$ cat config.mk
export PLATFORM = sky130hd
export DESIGN_NAME = tic_interval_counter
export DESIGN_NICKNAME = d
export VERILOG_FILES = /design/src/tic_pkg.sv /design/src/tic_interval_counter.sv /design/src/tic_modcnt.sv
export SDC_FILE = /design/constraint.sdc
export NUM_CORES = 1
export LEC_CHECK = 0
export ABC_CLOCK_PERIOD_IN_PS = 3900
export BUFFER_PORTS_ARGS = -buffer_cell sky130_fd_sc_hd__buf_2
export CORE_ASPECT_RATIO = 0.7
export CORE_MARGIN = 5
export CORE_UTILIZATION = 35
export DETAILED_ROUTE_END_ITERATION = 12
export GPL_TIMING_DRIVEN = 0
export PLACE_DENSITY = 0.53
export SETUP_SLACK_MARGIN = 0.02
export SYNTH_ARGS = -nofsm -noshare
export SYNTH_HDL_FRONTEND = slang
export SYNTH_SLANG_ARGS = --single-unit
$ cat constraint.sdc
create_clock -name clk_sys -period 3.9 [get_ports clk_sys]
set_input_delay 0.195 -clock clk_sys [delete_from_list [all_inputs] [get_ports clk_sys]]
set_output_delay 0.195 -clock clk_sys [all_outputs]
set_load 0.005 [all_outputs]
$ cat src/tic_pkg.sv
// package of addresses, fields and timing for the crystal time interval counter
// What this block does
// - timeouts span 1/128 second to 256 hours (compare 00h) via timebase and compare value
// - counter logic runs on clk_sys, with a 1/128 s tick every TICK_CYCLES clk_sys cycles
// - six software registers; the control register holds timebase, enables, match flag
// - interval counter advances on each increment of the selected time register
// - counter equal to compare sets match flag bit 2 and interrupt if enabled
// - in power-down with interrupt enabled, match flag wakes core to vector 0053h
// - software may preload the time registers to run as real-time clock
// - control register at address A1h, resets to 00h, not bit addressable
// - timebase field: 00 1/128 s, 01 seconds, 10 minutes, 11 hours
// - single-interval mode clears count enable on timeout; otherwise counter reloads
// - clearing time clock enable stops and clears time registers; writable while low
// - fraction register counts 0 to 127 each 1/128 s, rollover bumps seconds
package tic_pkg;
  localparam logic [7:0]  ADDR_CTRL    = 8'ha1;
  localparam logic [7:0]  ADDR_FRAC    = 8'ha2;
  localparam logic [7:0]  ADDR_SEC     = 8'ha3;
  localparam logic [7:0]  ADDR_MIN     = 8'ha4;
  localparam logic [7:0]  ADDR_HOUR    = 8'ha5;
  localparam logic [7:0]  ADDR_CMP     = 8'ha6;
  localparam logic [7:0]  RESET_VALUE  = 8'h00;
  localparam logic [7:0]  CTRL_WMASK   = 8'h3f;
  localparam int          TIME_CLOCK_ENABLE_BIT     = 0;
  localparam int          IEN_BIT      = 1;
  localparam int          FLAG_BIT     = 2;
  localparam int          SINGLE_BIT   = 3;
  localparam int          TBSEL_LO     = 4;
  localparam int          TBSEL_HI     = 5;
  localparam logic [15:0] WAKE_VECTOR  = 16'h0053;
  localparam int          FRAC_MAX     = 127;
  localparam int          SEC_MAX      = 59;
  localparam int          MIN_MAX      = 59;
  localparam int          HOUR_MAX     = 23;
  localparam int          CLK_PERIOD_NS  = 100;
  localparam int          TICK_PERIOD_NS = 7812500;
  localparam int          TICK_CYCLES    = TICK_PERIOD_NS / CLK_PERIOD_NS;
  typedef enum logic [1:0] {
    TIC_TB_FRAC = 2'b00,
    TIC_TB_SEC  = 2'b01,
    TIC_TB_MIN  = 2'b10,
    TIC_TB_HOUR = 2'b11
  } tic_tbsel_t;
endpackage

$ cat src/tic_interval_counter.sv
// time-of-day cascade, interval counter and control registers on the sfr port
module tic_interval_counter
  import tic_pkg::*;
#(
  parameter int TICK_CYC = tic_pkg::TICK_CYCLES
) (
  input  wire logic        clk_sys,
  input  wire logic        arst_n,
  input  wire logic [7:0]  sfr_addr,
  input  wire logic        sfr_wr,
  input  wire logic        sfr_rd,
  input  wire logic [7:0]  sfr_wdata,
  input  wire logic        tic_irq_en,
  input  wire logic        power_down,
  output logic      [7:0]  sfr_rdata,
  output logic             interval_irq,
  output logic             wake_req,
  output logic      [15:0] wake_vector
);
  import tic_pkg::*;

  localparam int TICK_W = (TICK_CYC > 2) ? $clog2(TICK_CYC) : 1;

  if (TICK_CYC < 2) begin : g_bad_tick
    $error("tic_interval_counter: TICK_CYC must be at least 2");
  end

  logic [7:0]  interval_timer_control_reg;
  logic [7:0]  interval_timer_control_next;
  logic [7:0]  interval_compare_value_reg;
  logic [7:0]  interval_compare_value_next;
  logic [7:0]  long_interval_timer_reg;
  logic [7:0]  long_interval_timer_next;
  logic [7:0]  sfr_rdata_reg;
  logic [7:0]  sfr_rdata_next;
  logic        irq_reg;
  logic        irq_next;
  logic        wake_reg;
  logic        wake_next;
  logic [15:0] vector_reg;
  logic [15:0] vector_next;

  logic              time_clock_enable;
  logic              interval_count_enable;
  logic              interval_match_flag;
  logic              single_interval_mode;
  tic_tbsel_t        tbsel;
  logic              wr_ctrl;
  logic              wr_cmp;
  logic              time_clear;
  logic [TICK_W-1:0] tick_cnt;
  logic              tick;
  logic [6:0]        fraction_second_count;
  logic [5:0]        sec_count;
  logic [5:0]        min_count;
  logic [4:0]        hour_count;
  logic              frac_wrap;
  logic              sec_wrap;
  logic              min_wrap;
  logic              hour_wrap;
  logic              sel_ovf;
  logic              advance;
  logic [7:0]        inc_val;
  logic              timeout;

  assign time_clock_enable     = interval_timer_control_reg[TIME_CLOCK_ENABLE_BIT];
  assign interval_count_enable = interval_timer_control_reg[IEN_BIT];
  assign interval_match_flag   = interval_timer_control_reg[FLAG_BIT];
  assign single_interval_mode  = interval_timer_control_reg[SINGLE_BIT];
  assign tbsel     = tic_tbsel_t'(interval_timer_control_reg[TBSEL_HI:TBSEL_LO]);
  assign wr_ctrl   = sfr_wr && (sfr_addr == ADDR_CTRL);
  assign wr_cmp    = sfr_wr && (sfr_addr == ADDR_CMP);
  assign time_clear = wr_ctrl && time_clock_enable && !sfr_wdata[TIME_CLOCK_ENABLE_BIT];

  tic_modcnt #(.WIDTH(TICK_W), .MAXV(TICK_CYC - 1)) u_tick (
    .clk_sys  (clk_sys),
    .arst_n   (arst_n),
    .clr      (!time_clock_enable),
    .inc      (time_clock_enable),
    .load     (1'b0),
    .load_val ({TICK_W{1'b0}}),
    .count    (tick_cnt),
    .wrap     (tick)
  );

  tic_modcnt #(.WIDTH(7), .MAXV(FRAC_MAX)) u_frac (
    .clk_sys  (clk_sys),
    .arst_n   (arst_n),
    .clr      (time_clear),
    .inc      (tick),
    .load     (sfr_wr && sfr_addr == ADDR_FRAC && !time_clock_enable),
    .load_val (sfr_wdata[6:0]),
    .count    (fraction_second_count),
    .wrap     (frac_wrap)
  );

  tic_modcnt #(.WIDTH(6), .MAXV(SEC_MAX)) u_sec (
    .clk_sys  (clk_sys),
    .arst_n   (arst_n),
    .clr      (time_clear),
    .inc      (frac_wrap),
    .load     (sfr_wr && sfr_addr == ADDR_SEC && !time_clock_enable),
    .load_val (sfr_wdata[5:0]),
    .count    (sec_count),
    .wrap     (sec_wrap)
  );

  tic_modcnt #(.WIDTH(6), .MAXV(MIN_MAX)) u_min (
    .clk_sys  (clk_sys),
    .arst_n   (arst_n),
    .clr      (time_clear),
    .inc      (sec_wrap),
    .load     (sfr_wr && sfr_addr == ADDR_MIN && !time_clock_enable),
    .load_val (sfr_wdata[5:0]),
    .count    (min_count),
    .wrap     (min_wrap)
  );

  tic_modcnt #(.WIDTH(5), .MAXV(HOUR_MAX)) u_hour (
    .clk_sys  (clk_sys),
    .arst_n   (arst_n),
    .clr      (time_clear),
    .inc      (min_wrap),
    .load     (sfr_wr && sfr_addr == ADDR_HOUR && !time_clock_enable),
    .load_val (sfr_wdata[4:0]),
    .count    (hour_count),
    .wrap     (hour_wrap)
  );

  always_comb begin
    case (tbsel)
      TIC_TB_FRAC: sel_ovf = tick;
      TIC_TB_SEC:  sel_ovf = frac_wrap;
      TIC_TB_MIN:  sel_ovf = sec_wrap;
      TIC_TB_HOUR: sel_ovf = min_wrap;
      default:     sel_ovf = 1'b0;
    endcase
  end

  assign advance = interval_count_enable && time_clock_enable && sel_ovf;
  assign inc_val = 8'(long_interval_timer_reg + 1'b1);
  assign timeout = advance && (inc_val == interval_compare_value_reg);

  always_comb begin
    long_interval_timer_next    = long_interval_timer_reg;
    interval_compare_value_next = interval_compare_value_reg;
    interval_timer_control_next = interval_timer_control_reg;
    if (wr_cmp) begin
      interval_compare_value_next = sfr_wdata;
    end
    if (!interval_count_enable || timeout) begin
      long_interval_timer_next = RESET_VALUE;
    end else if (advance) begin
      long_interval_timer_next = inc_val;
    end
    if (wr_ctrl) begin
      interval_timer_control_next = sfr_wdata & CTRL_WMASK;
    end
    if (timeout) begin
      interval_timer_control_next[FLAG_BIT] = 1'b1;
      if (single_interval_mode) begin
        interval_timer_control_next[IEN_BIT] = 1'b0;
      end
    end
  end

  always_comb begin
    irq_next    = interval_match_flag && tic_irq_en;
    wake_next   = interval_match_flag && tic_irq_en && power_down;
    vector_next = wake_next ? WAKE_VECTOR : 16'h0000;
  end

  always_comb begin
    sfr_rdata_next = sfr_rdata_reg;
    if (sfr_rd) begin
      case (sfr_addr)
        ADDR_CTRL: sfr_rdata_next = interval_timer_control_reg;
        ADDR_FRAC: sfr_rdata_next = {1'b0, fraction_second_count};
        ADDR_SEC:  sfr_rdata_next = {2'b00, sec_count};
        ADDR_MIN:  sfr_rdata_next = {2'b00, min_count};
        ADDR_HOUR: sfr_rdata_next = {3'b000, hour_count};
        ADDR_CMP:  sfr_rdata_next = interval_compare_value_reg;
        default:   sfr_rdata_next = RESET_VALUE;
      endcase
    end
  end

  always_ff @(posedge clk_sys or negedge arst_n) begin
    if (!arst_n) begin
      interval_timer_control_reg <= RESET_VALUE;
      interval_compare_value_reg <= RESET_VALUE;
      long_interval_timer_reg    <= RESET_VALUE;
      sfr_rdata_reg              <= RESET_VALUE;
      irq_reg                    <= 1'b0;
      wake_reg                   <= 1'b0;
      vector_reg                 <= 16'h0000;
    end else begin
      interval_timer_control_reg <= interval_timer_control_next;
      interval_compare_value_reg <= interval_compare_value_next;
      long_interval_timer_reg    <= long_interval_timer_next;
      sfr_rdata_reg              <= sfr_rdata_next;
      irq_reg                    <= irq_next;
      wake_reg                   <= wake_next;
      vector_reg                 <= vector_next;
    end
  end

  assign sfr_rdata    = sfr_rdata_reg;
  assign interval_irq = irq_reg;
  assign wake_req     = wake_reg;
  assign wake_vector  = vector_reg;
endmodule

$ cat src/tic_modcnt.sv
// modulo counter with clear, load and carry-out used for every time stage
module tic_modcnt #(
  parameter int WIDTH = 8,
  parameter int MAXV  = 59
) (
  input  wire logic             clk_sys,
  input  wire logic             arst_n,
  input  wire logic             clr,
  input  wire logic             inc,
  input  wire logic             load,
  input  wire logic [WIDTH-1:0] load_val,
  output logic      [WIDTH-1:0] count,
  output logic                  wrap
);
  localparam logic [WIDTH-1:0] MAX_W  = WIDTH'(MAXV);
  localparam logic [WIDTH-1:0] ZERO_W = '0;

  if (WIDTH < 1 || MAXV < 1 || MAXV >= (1 << WIDTH)) begin : g_bad
    $error("tic_modcnt: MAXV does not fit WIDTH");
  end

  logic [WIDTH-1:0] count_reg;
  logic [WIDTH-1:0] count_next;

  // out-of-range preloads roll over at the next step
  assign wrap  = inc && !clr && !load && (count_reg >= MAX_W);
  assign count = count_reg;

  always_comb begin
    count_next = count_reg;
    if (clr) begin
      count_next = ZERO_W;
    end else if (load) begin
      count_next = load_val;
    end else if (inc) begin
      count_next = wrap ? ZERO_W : WIDTH'(count_reg + 1'b1);
    end
  end

  always_ff @(posedge clk_sys or negedge arst_n) begin
    if (!arst_n) begin
      count_reg <= ZERO_W;
    end else begin
      count_reg <= count_next;
    end
  end
endmodule

After elaboration in Yosys (flattened, before gate mapping)
Index checks and enable logic that the tools add are counted.
Word-level totals
  latch bits: 0
  RAM bits: 0
  bits in read-only memories: 0
  bits in registers: 80
  memories kept: 0
  word-level logic and storage cells: 107
Operators by class
  bitwise operators: 0
  multipliers: 0
  add/sub/neg operators: 6
  multiplexer cells: 26
  reductions and logical operators: 46
  shift operators: 0
  equality and inequality tests: 10
  divide/modulo/power cells: 0
  magnitude comparators: 5
Operator list (number)
  == test 8 bit (second input constant): 6
  2-to-1 mux 6 bit: 8
  case mux 8 bit (6 select lines): 1
  2-to-1 mux 7 bit: 5
  2-to-1 mux 17 bit: 2
  logical AND 1 bit: 30
  2-to-1 mux 5 bit: 4
  adder 17 x 1 -> 17 bit (second input constant): 1
  >= comparator 17 bit (second input constant): 1
  2-to-1 mux 8 bit: 2
  adder 6 x 1 -> 6 bit (second input constant): 2
  >= comparator 6 bit (second input constant): 2
  nonzero test 3 bit: 4
  adder 8 x 1 -> 8 bit (second input constant): 1
  == test 8 bit: 1
  zero test 1 bit: 8
  adder 7 x 1 -> 7 bit (second input constant): 1
  >= comparator 7 bit (second input constant): 1
  adder 5 x 1 -> 5 bit (second input constant): 1
  >= comparator 5 bit (second input constant): 1
  == test 2 bit (second input constant): 2
  case mux 1 bit (4 select lines): 1
  nonzero test 2 bit: 2
  2-to-1 mux 3 bit: 1
  other kinds (5): 5

Logic depth before layout (Yosys ltp)
  word-level depth: 21
  depth in mapped cells: 8
  mapped depth without buffers: 7

By module
Synthesis repeated with hierarchy kept, for this count alone.
Second synthesis, totals
  cell total of the unflattened synthesis: 564
  area total of the unflattened synthesis: 5236.3 um2
Modules (own cells, without submodules)
  tic_interval_counter: cells an instance 233, times used 1, area an instance 2182.1 um2
  tic_modcnt at u_tick: cells an instance 139, times used 1, area an instance 1340.0 um2
  tic_modcnt at u_min ...: cells an instance 51, times used 2, area an instance 439.2 um2
  tic_modcnt at u_frac: cells an instance 50, times used 1, area an instance 460.4 um2
  tic_modcnt at u_hour: cells an instance 40, times used 1, area an instance 375.4 um2

Worst setup path after synthesis
No wires, ideal clock.
  path type: reg2reg
  from: register long_interval_timer_reg[0]
  to: register long_interval_timer_reg[2]
  slack: 1.817 ns
  arrival: 1.953 ns
  setup time: 0.130 ns
  cell stages (with the launch flop): 8
  required time: 3.770 ns
  cell sequence: dfrtp_1 ha_1 and3_2 o211a_1 a2111oi_4 nand4_4 a211oi_1 o22ai_1
Between the ends
  word-level cells in the longest chain between the ends: 5
  elaborated cells on any way between the ends: 7
  those cells by class: add/sub (1); eq/ne (1); mux (2); reduce/logical (3)
RTL lines
  start: declaration: RTL line tic_interval_counter.sv:32  | logic [7:0] long_interval_timer_reg;
  start signal: assignment: RTL line tic_interval_counter.sv:200  | long_interval_timer_reg <= long_interval_timer_next;
  adder 8 x 1 -> 8 bit (*): RTL line tic_interval_counter.sv:141  | assign inc_val = 8'(long_interval_timer_reg + 1'b1);
  == test 8 bit: RTL line tic_interval_counter.sv:142  | assign timeout = advance && (inc_val == interval_compare_value_reg);
  logical AND 1 bit: RTL line tic_interval_counter.sv:142
  logical OR 1 bit: RTL line tic_interval_counter.sv:151  | if (!interval_count_enable || timeout) begin
  2-to-1 mux 8 bit or nonzero test 2 bit (tied branches)
Every way passes the cells marked *; elsewhere a longest branch is shown, timed or not. The select of a mux whose other input is x is not followed.
A chain may end at the register's enable or synchronous reset.

Worst setup path after layout
  from: register u_frac.count_reg[0], in the netlist u_frac.count[0]
  to: register long_interval_timer_reg[0]
Between the ends
  word-level cells in the longest chain between the ends: 13
  elaborated cells on any way between the ends: 14
  those cells by class: order compare (1); mux (2); reduce/logical (11)
RTL lines
  start: declaration: RTL line tic_modcnt.sv:22  | logic [WIDTH-1:0] count_reg;
  start signal: assignment: RTL line tic_modcnt.sv:44  | count_reg <= count_next;
  >= comparator 7 bit (*): RTL line tic_modcnt.sv:26  | assign wrap = inc && !clr && !load && (count_reg >= MAX_W);
  logical AND 1 bit (*): RTL line tic_modcnt.sv:26
  logical AND 1 bit (6 in a row): RTL line tic_modcnt.sv:26
  case mux 1 bit (4 select lines) (*): RTL line tic_interval_counter.sv:131  | case (tbsel)
  logical AND 1 bit (*): RTL line tic_interval_counter.sv:140  | assign advance = interval_count_enable && time_clock_enable && sel_ovf;
  logical AND 1 bit: RTL line tic_interval_counter.sv:142
  logical OR 1 bit: RTL line tic_interval_counter.sv:151
  2-to-1 mux 8 bit or nonzero test 2 bit (tied branches)
Every way passes the cells marked *; elsewhere a longest branch is shown, timed or not.

==> flow_metrics.tcl <==
set metrics [dict create \
    outcome "completed" \
    period_needed_ns 2.441 \
    cts_buffers 9 \
    grt_util_all_layers_pct 17.23 \
    cts_setup_buffers 0 \
    cts_num_sinks 73 \
    setup_viol 0 \
    fillers 1342 \
    max-slew-margin-rel_pct 56.76 \
    ys_types 77 \
    async_flop_share_pct 100.0 \
    cts_root_buf "clkbuf_16" \
    rr_worst_depth 7 \
    worstSetupPathType "reg -> reg" \
    post-route-period-util_pct 62.60 \
    avgSynthCellArea_um2 9.284 \
    leakage_nw 2.363 \
    synth_top_area_share_pct 38.81 \
    fp.dieW_um 148.6 \
    largest_reg_flops 17 \
    wl_per_cell_um 17.75 \
    mappedNetlistArea_um2 4707 \
    hp-class "in -> reg" \
    arrival_ns 2.69 \
    die_h_um 107.0 \
    io_buffers 34 \
    grt_pass1_wl_mm 21.60 \
    grt_pass1_vias 3940 \
    firstDrtPassIters 6 \
    initial_core_util_pct 35.71 \
    yosysWarnings 0 \
    area_growth_pct 16.64 \
    powerDensity_nw_per_um2 343.1 \
    wirelength_mm 13.40 \
    die_area_um2 15910 \
    max_freq_ghz 0.4096 \
    tightest_slew_ns 0.6486 \
    seqCellArea_um2 1827 \
    synthCells 507 \
    num_antenna_cells 0 \
    vias_per_cell 5.456 \
    utilization_pct 41.65 \
    cts_buffer_depth 2 \
    ant_nets 0 \
    postCtsHoldBufs 1 \
    multi_input_area_um2 2651 \
    place.gp.congestion 0.8899 \
    rsz0062_at_grt "false" \
    io_pins 48 \
    synth_flop_cell "dfrtp_1" \
    grt_max_degree 41 \
    worst-path-max-fanout 7 \
    routed-via-count 4119 \
    drive_gt1_share_pct 19.82 \
    cap_violations 0 \
    hold_ws_ns 0.07709 \
    post_cts_resize_count 0 \
    ys_seq_elements 73 \
    clock_latency_ns 0.34 \
    fin_tns_setup_ns 0 \
    slew_viol_final 0 \
    yosys-top-cells-area "dfrtp_1 (39%), nor2_1 (3.9%), mux2i_1 (3.4%)" \
    rows 35 \
    antenna_found_initial 0 \
    layout.nets 594 \
    synth_edf_count 0 \
    cts.clk_slew.worst_paths_ns 0.07 \
    tritoncts "yes" \
    required_ns 4.15 \
    worst_setup_path_start_kind "flop" \
    core_um2 13180 \
    ys_seq_area_share_pct 38.81 \
    hold_violations 0 \
    post-dp-hpwl_mm 10.02 \
    cp-end-kind "flop" \
    synth_top_area_cell "dfrtp_1" \
    finClkSkew_ns 0.008565 \
    min_path_cells 2 \
    drc 0 \
    vdd_drop_max_uv 206.9 \
    htreeDepth 3 \
    grt-ovfl-total 0 \
    drtIter0Drc 325 \
]
-- layout make-up --
type	instances	share of cell area, %
Tap cell	185	4.216
Clock buffer	9	4.102
Sequential cell	73	33.27
Timing Repair Buffer	36	3.692
Inverter	11	0.7521
Buffer	35	4.170
Multi-Input combinational cell	399	48.29
Clock inverter	7	1.504
-- worst paths after layout --
kind | from | to | slack, ns
hold / removal | tic_irq_en | interval_irq | 0.08
setup / recovery | u_frac.count[0] | long_interval_timer_reg[0] | 1.46
setup reg to reg | u_frac.count[0] | long_interval_timer_reg[0] | 1.46
max in group asynchronous | arst_n | u_hour.count[4] | 2.97
min in group asynchronous | arst_n | long_interval_timer_reg[4] | 0.35
hold reg to reg | u_tick.count[0] | u_tick.count[0] | 0.48
-- metal layers --
metal | vias to the layer above | global-route usage (%) | routed length [µm]
met4 | 0 | 3.626 | 120
li1 | 1965 | - | -
met5 | - | 0 | 0
met2 | 117 | 22.63 | 5233
met3 | 11 | 4.943 | 911
met1 | 2026 | 27.28 | 7135
-- synth_stat cells, types with 6 or more instances --
master	number
inv_1	11
clkbuf_1	9
nor2b_1	7
nand4_1	12
a21oi_1	24
nand2_1	40
nand3_1	26
xor2_1	12
dfrtp_1	73
mux2i_1	16
a31oi_1	6
nor2_1	49
a211oi_1	11
xnor2_1	16
ha_1	7
mux2_2	13
o22ai_1	8
buf_4	18
o21ai_0	31
nor3_1	12
and3_1	10
-- stage by stage --
step                      worst slack [ns]  total power (W)  instance area [µm²]  std cells
after CTS                            1.426         0.001904                 5490        755
after detailed placement             1.446         0.001021                 5172        738
after global placement               1.439         0.001015                 5150        737
after global routing                 1.219         0.001963                 5490        755
final                                1.459         0.001884                 5490        755
after floorplan                      1.817        0.0009382                 4748        518
-- power by group --
part           switching, W  internal [W]  total (W)
sequential        0.0000389      0.000786   0.000825
clock              0.000367      0.000507   0.000875
combinational      0.000106     0.0000781   0.000184
total              0.000512       0.00137    0.00188
-- kinds of logic after synthesis --
| kind of cell | share of synthesized area, % |
|---|---|
| other cells | 0.07967 |
| compound gates | 18.93 |
| simple gates | 22.86 |
| xor+xnor | 5.210 |
| flops | 38.81 |
| mux | 6.512 |
| fa+ha+maj | 1.861 |
| buf+inv | 5.741 |
-- critical path: stages (launching register included) --
cell	delay (ns)
dfrtp_1	0.49
ha_1	0.29
a21o_1	0.14
and3_1	0.24
nand2_1	0.23
o21ai_0	0.38
nand3_1	0.31
o31ai_1	0.27
-- layout by cell type (no fill, tap or decap), types with 8 or more instances in the layout --
master and n:
nor3_1 12, mux2_2 13, and3_1 10, xnor2_1 16
nor2_1 49, xor2_1 12, a21oi_1 24, clkbuf_16 9
inv_1 11, o22ai_1 8, dfrtp_1 73, clkbuf_1 9
mux2i_1 16, o21ai_0 31, buf_2 37, nand3_1 26
conb_1 12, buf_4 19, nand2_1 40, nand4_1 12
a211oi_1 11
No activity file was read; power rests on OpenSTA's default activity.
